===== src/common/adcsp_pkg.sv =====
// constants and carrier types of the converter serial port block
// assumes one system clock domain; link pins arrive unsynchronised
package adcsp_pkg;
	localparam int CMD_BITS  = 8;
	localparam int CTRL_BITS = 16;
	localparam int DATA_BITS = 24;
	localparam int ADDR_BITS = 6;
	localparam int CNT_BITS  = 5;
	localparam int RW_POS    = 6;
	localparam int NREG      = 8;
	localparam int IDX_BITS  = 3;
	localparam logic [ADDR_BITS-1:0] ADDR_MODE = 6'h01;
	localparam logic [ADDR_BITS-1:0] ADDR_DATA = 6'h04;
	localparam logic [CTRL_BITS-1:0] CTRL_RST  = 16'h0000;
	localparam int CLKSEL_LSB = 2;
	localparam logic [1:0] CLKSEL_INT     = 2'h0;
	localparam logic [1:0] CLKSEL_INT_OUT = 2'h1;
	localparam logic [1:0] CLKSEL_EXT     = 2'h2;
	localparam logic [1:0] CLKSEL_XTAL    = 2'h3;
	localparam int CLKDIV_HALF = 2;
	localparam int FIFO_DEPTH  = 4;

	typedef struct packed {
		logic sclk;
		logic cs_n;
		logic din;
		logic xclk;
	} adcsp_pins_t;

	typedef enum logic {PH_CMD, PH_DATA} adcsp_phase_t;
endpackage : adcsp_pkg


===== src/verilog/adcsp_top.sv =====
// converter serial port: link slave, control registers, result fifo, clock pin
// assumes the host clocks the link far slower than I_MCLK (edges found by sampling)
`timescale 1ns/1ps

module adcsp_fifo
	import adcsp_pkg::*;
#(
	parameter int W     = DATA_BITS,
	parameter int DEPTH = FIFO_DEPTH
)(
	input  wire logic         i_clk,
	input  wire logic         i_rst,
	input  wire logic         i_ce,
	input  wire logic [W-1:0] i_in_data,
	input  wire logic         i_in_valid,
	output logic              o_in_ready,
	output logic [W-1:0]      o_out_data,
	output logic              o_out_valid,
	input  wire logic         i_out_ready
);
	localparam int PW = $clog2(DEPTH);
	localparam int CW = $clog2(DEPTH + 1);
	typedef struct packed {
		logic [DEPTH-1:0][W-1:0] mem;
		logic [PW-1:0]           wr;
		logic [PW-1:0]           rd;
		logic [CW-1:0]           cnt;
	} adcsp_fifo_st_t;
	adcsp_fifo_st_t q, n;
	logic push, pop;

	assign o_in_ready  = (q.cnt != CW'(DEPTH));
	assign o_out_valid = (q.cnt != '0);
	assign o_out_data  = q.mem[q.rd];
	assign push        = i_ce & i_in_valid & o_in_ready;
	assign pop         = i_ce & o_out_valid & i_out_ready;

	always_comb
	begin
		n = q;
		if (push)
		begin
			n.mem[q.wr] = i_in_data;
			n.wr        = (q.wr == PW'(DEPTH - 1)) ? '0 : q.wr + 1'b1;
		end
		if (pop)
			n.rd = (q.rd == PW'(DEPTH - 1)) ? '0 : q.rd + 1'b1;
		n.cnt = q.cnt + CW'(push) - CW'(pop);
	end

	always_ff @(posedge i_clk or posedge i_rst)
	begin
		if (i_rst)
			q <= '0;
		else if (i_ce)
			q <= n;
	end
endmodule : adcsp_fifo

module adcsp_top
	import adcsp_pkg::*;
(
	input  wire logic                 I_MCLK,
	input  wire logic                 I_RST,
	input  wire logic                 I_CE,
	input  wire logic                 I_SCLK,
	input  wire logic                 I_CS_N,
	input  wire logic                 I_DIN,
	output logic                      O_DOUT,
	output logic                      O_DOUT_OE_N,
	input  wire logic                 I_XTAL_CLK,
	output logic                      O_XTAL_CLK,
	output logic                      O_XTAL_CLK_OE_N,
	output logic                      O_CORE_CLK_REF,
	input  wire logic [DATA_BITS-1:0] I_RES_DATA,
	input  wire logic                 I_RES_VALID,
	output logic                      O_RES_READY
);
	typedef struct packed {
		adcsp_pins_t                  s1;
		adcsp_pins_t                  s2;
		adcsp_pins_t                  prev;
		adcsp_phase_t                 phase;
		logic [CNT_BITS-1:0]          cnt;
		logic [DATA_BITS-1:0]         sh_in;
		logic [DATA_BITS-1:0]         sh_out;
		logic                         rd;
		logic [ADDR_BITS-1:0]         addr;
		logic                         dout;
		logic                         rdy_n;
		logic [DATA_BITS-1:0]         data;
		logic [NREG-1:0][CTRL_BITS-1:0] regs;
		logic [1:0]                   div;
		logic                         clk_out;
	} adcsp_st_t;
	adcsp_st_t q, n;

	logic                 rise, fall, cs_n, reading, idle, upd, pop;
	logic                 f_valid;
	logic [DATA_BITS-1:0] f_data;
	logic [DATA_BITS-1:0] cmd_word;
	logic [1:0]           clk_sel;

	adcsp_fifo #(.W(DATA_BITS), .DEPTH(FIFO_DEPTH)) u_fifo (
		.i_clk       (I_MCLK),
		.i_rst       (I_RST),
		.i_ce        (I_CE),
		.i_in_data   (I_RES_DATA),
		.i_in_valid  (I_RES_VALID),
		.o_in_ready  (O_RES_READY),
		.o_out_data  (f_data),
		.o_out_valid (f_valid),
		.i_out_ready (pop)
	);

	// edges found on the second sync stage against its own delayed copy
	assign rise     = I_CE & q.s2.sclk & ~q.prev.sclk;
	assign fall     = I_CE & ~q.s2.sclk & q.prev.sclk;
	assign cs_n     = q.s2.cs_n;
	assign reading  = (q.phase == PH_DATA) & q.rd;
	// results only move while the link is between transactions
	assign idle     = cs_n | ((q.phase == PH_CMD) & (q.cnt == '0));
	assign upd      = I_CE & f_valid & idle;
	assign pop      = upd & q.rdy_n;
	assign cmd_word = {q.sh_in[DATA_BITS-2:0], q.s2.din};
	assign clk_sel  = q.regs[ADDR_MODE[IDX_BITS-1:0]][CLKSEL_LSB+1:CLKSEL_LSB];

	function automatic logic [DATA_BITS-1:0] rd_word(input adcsp_st_t s,
		input logic [ADDR_BITS-1:0] a);
		logic [DATA_BITS-1:0] w;
		w = '0;
		if (a == ADDR_DATA)
			w = s.data;
		else if (a < ADDR_BITS'(NREG))
			w = {s.regs[a[IDX_BITS-1:0]], (DATA_BITS-CTRL_BITS)'(0)};
		return w;
	endfunction : rd_word

	always_comb
	begin
		n      = q;
		n.s1   = '{sclk: I_SCLK, cs_n: I_CS_N, din: I_DIN, xclk: I_XTAL_CLK};
		n.s2   = q.s1;
		n.prev = q.s2;
		if (cs_n)
		begin
			n.phase = PH_CMD;
			n.cnt   = '0;
		end
		else if (rise)
		begin
			n.sh_in = cmd_word;
			n.cnt   = q.cnt + 1'b1;
			if (q.phase == PH_CMD && q.cnt == CNT_BITS'(CMD_BITS - 1))
			begin
				n.cnt   = '0;
				n.phase = PH_DATA;
				n.rd    = cmd_word[RW_POS];
				n.addr  = cmd_word[ADDR_BITS-1:0];
				if (cmd_word[RW_POS])
					n.sh_out = rd_word(q, cmd_word[ADDR_BITS-1:0]);
			end
			else if (q.phase == PH_DATA && q.cnt == ((q.addr == ADDR_DATA) ?
				CNT_BITS'(DATA_BITS - 1) : CNT_BITS'(CTRL_BITS - 1)))
			begin
				n.phase = PH_CMD;
				n.cnt   = '0;
				// the result register is read-only from the link
				if (!q.rd && q.addr != ADDR_DATA && q.addr < ADDR_BITS'(NREG))
					n.regs[q.addr[IDX_BITS-1:0]] = cmd_word[CTRL_BITS-1:0];
				if (q.rd && q.addr == ADDR_DATA)
					n.rdy_n = 1'b1;
			end
		end
		else if (fall && reading)
		begin
			n.dout   = q.sh_out[DATA_BITS-1];
			n.sh_out = {q.sh_out[DATA_BITS-2:0], 1'b0};
		end
		// unread result: flag goes high one cycle before the new one lands
		if (upd && !q.rdy_n)
			n.rdy_n = 1'b1;
		if (pop)
		begin
			n.data  = f_data;
			n.rdy_n = 1'b0;
		end
		n.div = q.div + 1'b1;
		if (q.div == 2'(CLKDIV_HALF - 1))
		begin
			n.div     = '0;
			n.clk_out = ~q.clk_out;
		end
	end

	always_ff @(posedge I_MCLK or posedge I_RST)
	begin
		if (I_RST)
		begin
			q       <= '0;
			q.s1    <= '1;
			q.s2    <= '1;
			q.prev  <= '1;
			q.rdy_n <= 1'b1;
			q.regs  <= {NREG{CTRL_RST}};
		end
		else if (I_CE)
			q <= n;
	end

	assign O_DOUT          = reading ? q.dout : q.rdy_n;
	assign O_DOUT_OE_N     = cs_n;
	assign O_XTAL_CLK      = q.clk_out;
	assign O_XTAL_CLK_OE_N = (clk_sel != CLKSEL_INT_OUT);
	assign O_CORE_CLK_REF  = (clk_sel == CLKSEL_EXT || clk_sel == CLKSEL_XTAL) ?
		q.s2.xclk : q.clk_out;
endmodule : adcsp_top


===== config.mk =====
export PLATFORM = sky130hd
export DESIGN_NAME = adcsp_top
export DESIGN_NICKNAME = d
export VERILOG_FILES = /design/src/common/adcsp_pkg.sv /design/src/verilog/adcsp_top.sv
export SDC_FILE = /design/constraint.sdc
export NUM_CORES = 1
export LEC_CHECK = 0
export BUFFER_PORTS_ARGS = -buffer_cell sky130_fd_sc_hd__buf_2
export CORE_ASPECT_RATIO = 0.9
export CORE_MARGIN = 2
export CORE_UTILIZATION = 40
export CTS_CLUSTER_DIAMETER = 200
export DETAILED_ROUTE_END_ITERATION = 16
export HOLD_SLACK_MARGIN = 0.15
export PLACE_DENSITY_LB_ADDON = 0.3
export SYNTH_ARGS = -nofsm -noshare
export SYNTH_HDL_FRONTEND = slang
export SYNTH_HIERARCHICAL = 1
export SYNTH_SLANG_ARGS = --single-unit

===== constraint.sdc =====
create_clock -name I_MCLK -period 6.6 [get_ports I_MCLK]
set_input_delay 0.33 -clock I_MCLK [delete_from_list [all_inputs] [get_ports I_MCLK]]
set_output_delay 0.33 -clock I_MCLK [all_outputs]
set_load 0.005 [all_outputs]

==> results of run 1 <==
cell families after synthesis:
kind of cell,share of synthesized area [%]
buffers and inverters,3.207
AND/OR/NAND/NOR,4.538
XOR/XNOR,0.3127
adder cells (fa/ha/maj),0.9469
AO/OA/AOI/OAI,4.636
multiplexers,31.78
flip-flops,54.58
worst max-delay path, cell delays in order (launching register included):
cell      delay (ps)
dfstp_2          560
nand3b_1         470
or2_2            670
nor3_4           560
and4b_1          950
mux2_2           430
cell type report:
cell class | count | area (um2) | share of cell area [%]
clock buffers | 43 | 900.9 | 5.668
multi-input cells | 537 | 5953 | 37.45
repair buffers | 80 | 580.6 | 3.652
well taps | 469 | 586.8 | 3.692
flip-flops and latches | 305 | 7646 | 48.10
clock inverters | 14 | 153.9 | 0.9682
inverters | 17 | 73.82 | 0.4644
power by group through the flow:
| stage | sequential (mW) | clock (mW) | combinational, mW |
|---|---|---|---|
| after floorplan | 2.51 | 0 | 1.17 |
| after global placement | 2.70 | 0 | 1.34 |
| after detailed placement | 2.72 | 0 | 1.37 |
| after CTS | 2.68 | 1.86 | 1.39 |
| after global routing | 2.75 | 1.93 | 1.50 |
| final | 2.68 | 1.80 | 1.37 |
worst min path at each step:
stage	startpoint	end	slack (ps)	cells past startpoint
floorplan	I_CE	u_fifo/q[1]$_DFFE_PP0P_	430	1
global placement	q[1]$_DFFE_PP0P_	q[1]$_DFFE_PP0P_	450	1
detailed placement	q[1]$_DFFE_PP0P_	q[1]$_DFFE_PP0P_	460	1
CTS	I_CE	u_fifo/q[1]$_DFFE_PP0P_	300	3
global route	I_CE	q[1]$_DFFE_PP0P_	330	2
finish	I_CE	u_fifo/q[1]$_DFFE_PP0P_	320	3
through the flow:
stage	area, um2	util, %	power (mW)	hold slack (ps)	setup WS, ps
finish	15900	45.67	5.855	324.2	2839
floorplan	14010	-	3.683	426.4	775.8
global route	15900	45.67	6.176	333.5	2635
detailed placement	14550	41.80	4.087	457.2	2454
global placement	14550	41.80	4.044	454.6	2520
CTS	15900	45.67	5.928	298.9	2837
synth_stat cells, types with 7 or more instances:
cell type | number | share of area, %
a211oi_1 | 7 | 0.38
a21oi_1 | 9 | 0.32
a221oi_1 | 21 | 1.3
a22oi_1 | 9 | 0.48
buf_2 | 9 | 0.32
buf_6 | 16 | 1.3
clkbuf_1 | 24 | 0.64
dfrtp_1 | 295 | 53
dfstp_2 | 10 | 1.9
ha_1 | 9 | 0.80
inv_1 | 17 | 0.46
mux2_2 | 210 | 17
mux2_4 | 70 | 7.5
mux2i_1 | 9 | 0.64
mux4_2 | 42 | 6.8
nand2_1 | 19 | 0.51
nand2b_1 | 8 | 0.36
nor2_1 | 29 | 0.78
o21ai_0 | 28 | 1.0
o22ai_1 | 7 | 0.31
sequential cells by signal (all words and copies together) (netlist names):
register and cells:
q 176, clk_sel 2, n 6, u_fifo/q 103
O_XTAL_CLK 1, cmd_word 16, O_DOUT_OE_N 1
per-layer routing:
layer  vias up  share of wire (%)
li1       3519                  -
met1      4036                 50
met2       110                 44
met3        46                3.6
met4         0                1.7
met5         -                  0
==> run_results.csv, run 1 <==
group,metric,value,unit
worst_hold_path,hp-class,"primary input to flip-flop",
global_route,antenna_found_initial,1,
power_and_ir_drop,p_clk_share,30.8,%
synth,yosysSeqAreaShare,54.58,%
global_route,grt_max_degree,138,
clock_tree,clk_latency,560,ps
critical_path,r2r_slack,2840,ps
cells_and_area,fill_cells,3085,
floorplanning,die_w,201.3,um
cells_and_area,nNetsFinal,1014,
synth,synth_nets,958,
global_route,grt_pass1_wl,46.93,mm
power_and_ir_drop,peakVddDrop,0.0002684,V
clock_tree,cts_buffers,31,
flow_run,cap_violations,0,
power_and_ir_drop,p_seq_share,45.7,%
critical_path,r2r-start,"n[221]$_DFFE_PP1P_",
synth,synthFlopType,"dfrtp_1",
timing,setup_viol,0,
route,firstDrtPassIters,4,
clock_tree,hold_buffers,29,
status,status,"completed",
power_and_ir_drop,intPower,4.188,mW
critical_path,critPathArrivalTime,4200,ps
floorplanning,die_y,181.5,um
power_and_ir_drop,p_comb_share,23.5,%
route,wire_per_inst,19.40,um
floorplanning,io_pins,38,
power_and_ir_drop,powerDensity,368.3,nW/um2
synth,synth.cell_area,14010,um2
cells_and_area,fin_cells,1465,
timing,setup_tns,0,ps
timing,tightest_slew,1145,ps
synth,async_flop_share,100.0,%
floorplanning,dieArea,36530,um2
place,io_buffers,37,
timing,finalCritPeriodShare,56.98,%
timing,slew_violations,0,
critical_path,critPathCaptureType,"flip-flop",
route,vias_per_cell,5.263,
clock_tree,clk_pin_slew,60,ps
clock_tree,cts_resized,0,
timing,maxSlewHeadroom,23.41,%
floorplanning,placementRows,65,
route,drc,0,
power_and_ir_drop,p_sw,1.666,mW
place,hpwl,17.90,mm
timing,max_freq,265.9,MHz
route,vias,7711,
power_and_ir_drop,swShare,28.46,%
critical_path,critPathRequiredTime,7040,ps
clock_tree,post-cts-setup-buffer-count,0,
synth,netlist_instances,916,
critical_path,worst-r2r-cell-count,5,
cells_and_area,area_growth,13.48,%
clock_tree,tritoncts,"done",
timing,rsz0062_at_grt,"no",
global_route,first_global_vias,8214,
synth,synth_edf_count,0,
clock_tree,cts_root_buffer,"clkbuf_16",
critical_path,r2r_end,"q[113]$_DFFE_PP0P_",
cells_and_area,antennaDiodeCount,0,
critical_path,cp-endpoint,"q[113]$_DFFE_PP0P_",
cells_and_area,mostFrequentLayoutCells,"dfrtp_1, mux2_2, mux2_4",
floorplanning,initial_core_util,40.24,%
route,final_antenna_net_count,0,
cells_and_area,drive_gt1_share,46.29,%
synth,ys_seq_elements,305,
global_route,gr-total-overflow,0,
global_route,grt_util_all_layers,15.95,%
cells_and_area,layout_commonest_cell,"dfrtp_1",
critical_path,setup.worst_path.class,"flip-flop to flip-flop",
power_and_ir_drop,leakagePower,7.264,nW
critical_path,startpoint,"n[221]$_DFFE_PP1P_",
global_route,gr-usage-met2,24.24,%
clock_tree,htree_levels,1,
clock_tree,clockBufferDepth,3,
synth,ys_warn_count,6,
timing,hold_violations,0,
clock_tree,clock_sinks,305,
timing,period_needed,3761,ps
global_route,busiest_layer,"met2",
critical_path,cp_max_fo,17,
route,dr.first_iter.drc_count,455,
route,routed_wl,28.42,mm
global_route,grtUsageMet1,24.08,%
timing,skew,12.33,ps
synth,ys_types,60,
synth,avgSynthCellArea,15.29,um2
place,gp_congestion,0.7804,
global_route,met3_usage,2.782,%
floorplanning,coreArea,34810,um2
critical_path,start_kind,"flip-flop",
place,dp_cells,1379,
No activity file was read; power rests on OpenSTA's default activity.
==> run 2, diff against run 1 <==
--- a/config.mk
+++ b/config.mk
@@ -5,6 +5,7 @@
 export SDC_FILE = /design/constraint.sdc
 export NUM_CORES = 1
 export LEC_CHECK = 0
+export ABC_AREA = 1
 export BUFFER_PORTS_ARGS = -buffer_cell sky130_fd_sc_hd__buf_2
 export CORE_ASPECT_RATIO = 0.9
 export CORE_MARGIN = 2
==> constraint.sdc (replaced) <==
create_clock -name I_MCLK -period 3.35 [get_ports I_MCLK]
set_input_delay 0.1675 -clock I_MCLK [delete_from_list [all_inputs] [get_ports I_MCLK]]
set_output_delay 0.1675 -clock I_MCLK [all_outputs]
set_load 0.005 [all_outputs]
==> run 2 against run 1 <==
  * First-iteration DRC count rose to 2.6 times the previous value
  * Clock power rose by 130%
  * Non-clock buffer count grew 41
  * Critical path type unchanged
  * Largest cell class unchanged
  * Largest power group unchanged
==> run_results.csv, run 2 <==
group,metric,value,unit
route,wire_per_inst,17.02,um
timing,max_freq,373.9,MHz
synth,synth.cell_area,15470,um2
synth,synthTopCellsByArea,"dfrtp_1, nand2_1, nand4_1",
route,final_antenna_net_count,0,
synth,netlist_instances,1992,
timing,hold_violations,0,
floorplanning,die_y,190.6,um
synth,avgSynthCellArea,7.768,um2
place,gp_congestion,0.8880,
synth,yosysSeqAreaShare,49.41,%
status,status,"completed",
floorplanning,io_pins,38,
route,vias,13500,
clock_tree,clk_latency,530,ps
global_route,grt_util_all_layers,21.72,%
critical_path,cp_slowest_cell,"nor2_4",
clock_tree,htree_levels,2,
global_route,antenna_found_initial,1,
floorplanning,placementRows,68,
synth,yosysTopAreaCellShare,47.71,%
global_route,gr-total-overflow,0,
clock_tree,clk_pin_slew,60,ps
cells_and_area,layout_commonest_cell,"nand2_1",
critical_path,crit_chain,"nor2_1 > nand3_1 > nand2_1 > nand3_4 > nor2_4 > buf_4 > nand3_4 > nand2_1 > nand2_1",
cells_and_area,fin_cells,2512,
floorplanning,die_w,211.3,um
cells_and_area,antennaDiodeCount,0,
place,dp_cells,2414,
cells_and_area,top_register,"q",
synth,synth_commonest_cells,"nand2_1, dfrtp_1, nand4_1, inv_1",
power_and_ir_drop,peakVddDrop,0.0005031,V
cells_and_area,area_growth,12.95,%
place,io_buffers,37,
synth,synth_nets,2034,
clock_tree,clockBufferDepth,3,
route,dr.first_iter.drc_count,1203,
clock_tree,cts_buffers,35,
critical_path,critPathArrivalTime,3090,ps
timing,maxSlewHeadroom,35.62,%
clock_tree,clock_sinks,305,
synth,ys_types,38,
place,hpwl,26.61,mm
critical_path,critPathCaptureType,"flip-flop",
critical_path,critPathTopFamily,"simple AND/OR/NAND/NOR gates",
cells_and_area,nNetsFinal,2038,
cells_and_area,mostFrequentLayoutCells,"nand2_1, dfrtp_1, nand4_1",
route,firstDrtPassIters,5,
power_and_ir_drop,powerDensity,768.8,nW/um2
synth,yosysTopAreaCell,"dfrtp_1",
critical_path,cpPeakStageDelay,490,ps
timing,slew_violations,0,
synth,synthFlopType,"dfrtp_1",
synth,synth_most_common_cell,"nand2_1",
clock_tree,tritoncts,"done",
route,vias_per_cell,5.375,
critical_path,cp_common_cell,"nand2_1",
timing,setup_viol,0,
route,routed_wl,42.74,mm
floorplanning,coreArea,38290,um2
timing,rsz0062_at_grt,"no",
synth,synth_edf_count,0,
critical_path,critPathRequiredTime,3760,ps
route,drc,0,
cells_and_area,largest_reg_flops,176,
clock_tree,cts_root_buffer,"clkbuf_16",
global_route,grt_pass1_wl,69.91,mm
timing,setup_tns,0,ps
flow_run,cap_violations,0,
synth,ys_warn_count,6,
timing,tightest_slew,965.7,ps
floorplanning,dieArea,40280,um2
worst_hold_path,hp-class,"primary input to async pin",
global_route,grt_max_degree,156,
cells_and_area,drive_gt1_share,9.446,%
cells_and_area,fin_util,45.65,%
power_and_ir_drop,leakagePower,8.880,nW
cells_and_area,fill_cells,3797,
critical_path,path_buf_inv,1,
critical_path,start_kind,"flip-flop",
synth,async_flop_share,100.0,%
global_route,first_global_vias,12810,
timing,period_needed,2675,ps
floorplanning,initial_core_util,40.42,%
critical_path,setup.worst_path.class,"flip-flop to flip-flop",
timing,skew,11.32,ps
synth,ys_seq_elements,305,
critical_path,cp_max_fo,34,
timing,finalCritPeriodShare,79.84,%
[run 2: cell count changes after synthesis, moves of 37 or more]
cell | before | now
buf_2 | 9 | 48
clkbuf_1 | 24 | 61
inv_1 | 17 | 133
mux2_2 | 210 | 1
mux2_4 | 70 | 0
mux4_2 | 42 | 0
nand2_1 | 19 | 825
nand3_1 | 3 | 86
nand4_1 | 3 | 213
o21ai_0 | 28 | 86
[run 2: timing repair]
| action | CTS | global route |
|---|---|---|
| hold buffers | 35 | 0 |
| endpoints found under the hold margin | 366 | 0 |
| gates resized for setup | 0 | 0 |
| setup buffers | 0 | 0 |
[run 2: worst paths after layout]
kind	slack, ps	depth (start not counted)	end	start
max	680	9	q[94]$_DFFE_PP0P_	q[161]$_DFFE_PP0P_
max reg2reg	680	9	q[94]$_DFFE_PP0P_	q[161]$_DFFE_PP0P_
min in group I_MCLK	460	2	u_fifo/q[25]$_DFFE_PP0P_	u_fifo/q[25]$_DFFE_PP0P_
min reg2reg	460	2	u_fifo/q[25]$_DFFE_PP0P_	u_fifo/q[25]$_DFFE_PP0P_
min	370	4	q[2]$_DFFE_PP0P_	I_RST
max in group asynchronous	2090	4	u_fifo/q[32]$_DFFE_PP0P_	I_RST
[run 2: kinds of logic after synthesis]
kind of cell	Yosys count	share of synthesized area [%]
XOR/XNOR	3	0.1698
multiplexers	1	0.07277
adder cells (fa/ha/maj)	10	0.8571
AO/OA/AOI/OAI	180	6.517
buffers and inverters	298	8.814
AND/OR/NAND/NOR	1195	34.16
flip-flops	305	49.41
[run 2: final cells by class]
cell class                      count  area, um2  area share [%]
Sequential cell                   305       7646           43.75
Multi-Input combinational cell   1389       6482           37.09
Clock buffer                       53       1096           6.271
Inverter                          144      546.8           3.128
Timing Repair Buffer              121      940.9           5.383
Tap cell                          490      613.1           3.508
Clock inverter                     10      152.6          0.8734
[run 2: power breakdown]
group	switching, mW	total, mW	internal [mW]
logic	2.66	3.91	1.24
registers	0.804	5.41	4.60
clock network	1.56	4.12	2.56
[run 2: per-stage QoR]
stage | hold WS (ps) | power (mW) | setup slack, ps | instance area, um2
CTS | 445.2 | 13.48 | 677.0 | 17480
finish | 374.8 | 13.44 | 675.3 | 17480
global placement | 369.3 | 9.186 | 748.4 | 15880
floorplan | 263.7 | 7.994 | 478.7 | 15480
global route | 479.9 | 14.28 | 396.7 | 17480
detailed placement | 370.8 | 9.305 | 688.7 | 15880
[run 2: metal layers]
metal | vias up | global-route usage (%) | routed length, um
met4 | 2 | 5.688 | 830
met5 | - | 0 | 11
li1 | 6523 | - | -
met1 | 6538 | 31.61 | 19980
met2 | 381 | 33.68 | 19450
met3 | 59 | 3.541 | 2472
[run 2: worst min-delay path: stages]
cell and delay [ps]:
dlygate4sd3_1 530, buf_2 150, clkinvlp_4 90, buf_12 490
==> run 3, diff against run 2 <==
--- a/config.mk
+++ b/config.mk
@@ -5,7 +5,7 @@
 export SDC_FILE = /design/constraint.sdc
 export NUM_CORES = 1
 export LEC_CHECK = 0
-export ABC_AREA = 1
+export ABC_AREA = 0
 export BUFFER_PORTS_ARGS = -buffer_cell sky130_fd_sc_hd__buf_2
 export CORE_ASPECT_RATIO = 0.9
 export CORE_MARGIN = 2
==> constraint.sdc (replaced) <==
create_clock -name I_MCLK -period 2.55 [get_ports I_MCLK]
set_input_delay 0.1275 -clock I_MCLK [delete_from_list [all_inputs] [get_ports I_MCLK]]
set_output_delay 0.1275 -clock I_MCLK [all_outputs]
set_load 0.005 [all_outputs]
==> run 3 against run 2 <==
  * Design area down 5.2%
  * Via count down 41%
  * Utilization up 1.9 points
  * Sequential cell count unchanged
  * Wire length down 32%
  * Sequential share of layout area up 2.4 points
  * Cell count down 40%
  * Highest routed layer is now met4
  * Combinational power up 3%
==> run_results.csv, run 3 (synthesized netlist as in run 1, its figures left out) <==
group,metric,value,unit
clock_tree,cts_buffers,31,
global_route,grt_pass1_wl,48.33,mm
cells_and_area,drive_gt1_share,48.86,%
flow_run,cap_violations,0,
critical_path,start_kind,"flip-flop",
floorplanning,io_pins,38,
timing,period_needed,2477,ps
power_and_ir_drop,leakagePower,7.592,nW
global_route,antenna_found_initial,0,
critical_path,r2r-start,"q[160]$_DFFE_PP0P_",
timing,hold_violations,0,
place,pre_cts_ws,45.07,ps
clock_tree,clk_pin_slew,60,ps
clock_tree,cts_root_buffer,"clkbuf_16",
critical_path,critPathCaptureType,"flip-flop",
cells_and_area,nNetsFinal,1069,
route,routed_wl,29.00,mm
cells_and_area,final_area,16570,um2
timing,finalCritPeriodShare,97.13,%
route,vias,7947,
power_and_ir_drop,p_sw,4.363,mW
route,vias_per_cell,5.232,
timing,maxSlewHeadroom,52.08,%
timing,tightest_slew,718.8,ps
critical_path,critPathRequiredTime,3010,ps
route,firstDrtPassIters,4,
worst_hold_path,holdPathStages,5,
worst_hold_path,hp-class,"primary input to flip-flop",
global_route,gr-total-overflow,0,
critical_path,worst-r2r-cell-count,7,
global_route,first_global_vias,8625,
critical_path,cp_slowest_cell,"or4_4",
timing,skew,10.16,ps
place,gp_congestion,0.7468,
worst_hold_path,hold_start,"I_CE",
clock_tree,clock_sinks,305,
route,drc,0,
global_route,grt_util_all_layers,16.51,%
timing,layout_setup_ws,73.19,ps
floorplanning,placementRows,65,
floorplanning,coreArea,34810,um2
critical_path,startpoint,"q[160]$_DFFE_PP0P_",
route,wire_per_inst,19.09,um
clock_tree,clk_latency,580,ps
critical_path,cp_max_fo,14,
power_and_ir_drop,powerDensity,935.2,nW/um2
power_and_ir_drop,p_seq_share,43.6,%
place,hpwl,18.43,mm
cells_and_area,antennaDiodeCount,0,
floorplanning,die_y,181.5,um
critical_path,setup.worst_path.class,"flip-flop to flip-flop",
floorplanning,dieArea,36530,um2
power_and_ir_drop,p_comb_share,25.9,%
place,placed_cell_area,15110,um2
critical_path,crit_chain,"or3_1 > or4_4 > a21oi_4 > buf_4 > nand4_4 > buf_12 > mux2_4",
place,io_buffers,37,
timing,rsz0062_at_grt,"yes",
cells_and_area,area_growth,18.29,%
route,final_antenna_net_count,0,
status,status,"completed",
cells_and_area,fin_util,47.60,%
cells_and_area,mostFrequentLayoutCells,"dfrtp_1, mux2_2, mux2_4",
clock_tree,htree_levels,1,
clock_tree,tritoncts,"done",
power_and_ir_drop,intPower,11.13,mW
timing,setup_viol,0,
power_and_ir_drop,peakVddDrop,0.0006194,V
power_and_ir_drop,power,15.49,mW
clock_tree,clockBufferDepth,3,
route,dr.first_iter.drc_count,409,
floorplanning,die_w,201.3,um
cells_and_area,top_register,"q",
cells_and_area,largest_reg_flops,176,
floorplanning,initial_core_util,40.24,%
power_and_ir_drop,p_clk_share,30.4,%
power_and_ir_drop,swShare,28.16,%
timing,max_freq,403.7,MHz
timing,slew_violations,0,
global_route,grt_max_degree,131,
critical_path,critPathArrivalTime,2940,ps
critical_path,cpPeakStageDelay,540,ps
cells_and_area,layout_commonest_cell,"dfrtp_1",
## run 3: final cells by class
cell class | count | area [um2]
fillers | 3099 | 18240
flip-flops and latches | 305 | 7645
multi-input cells | 537 | 6006
repair buffers | 135 | 1211
clock buffers | 41 | 833.3
well taps | 469 | 586.8
clock inverters | 15 | 215.2
inverters | 17 | 71.32
## run 3: timing repair
action                     4_1_cts  5_1_grt
setup endpoints to repair        0       31
buffers inserted                 0        4
hold endpoints to repair       411        0
hold buffers                    36        0
resized for setup                0        4
## run 3: path summary, 6_finish.rpt
path                                             to  slack, ps
max                               q[28]$_DFFE_PP0P_         70
min                         u_fifo/q[5]$_DFFE_PP0P_        220
max reg2reg                       q[28]$_DFFE_PP0P_         70
min reg2reg                        q[1]$_DFFE_PP0P_        470
max in group asynchronous  u_fifo/q[49]$_DFFE_PP0P_        990
min in group asynchronous        q[213]$_DFFE_PP0P_        250
## run 3: per-layer routing
| metal | vias up | track usage [%] | wire, um |
|---|---|---|---|
| li1 | 3617 | - | - |
| met1 | 4169 | 24.64 | 14290 |
| met2 | 125 | 25.12 | 12990 |
| met3 | 36 | 3.284 | 1244 |
| met4 | 0 | 3.324 | 468 |
| met5 | - | 0 | 0 |
## run 3: critical path, delay by kind of cell (launching register included)
| kind | cells | cell delay (ps) |
|---|---|---|
| AO/OA/AOI/OAI | 1 | 170 |
| buffers and inverters | 2 | 400 |
| flip-flops | 1 | 370 |
| multiplexers | 1 | 300 |
| AND/OR/NAND/NOR | 3 | 1100 |
## run 3: per-stage QoR
stage | hold WS, ps | setup TNS [ps] | std cells
CTS | 205.1 | 0 | 1515
global route | 243.4 | -26.98 | 1519
global placement | 212.2 | 0 | 1423
floorplan | 208.1 | -36850 | 916
finish | 222.7 | 0 | 1519
detailed placement | 217.0 | 0 | 1423
## run 3: power groups by stage
stage	registers [mW]	clock network, mW	logic [mW]
floorplan	6.50	0	3.08
global route	6.93	5.06	4.36
global placement	6.81	0	3.90
finish	6.76	4.72	4.02
detailed placement	6.84	0	3.99
CTS	6.76	4.84	4.05
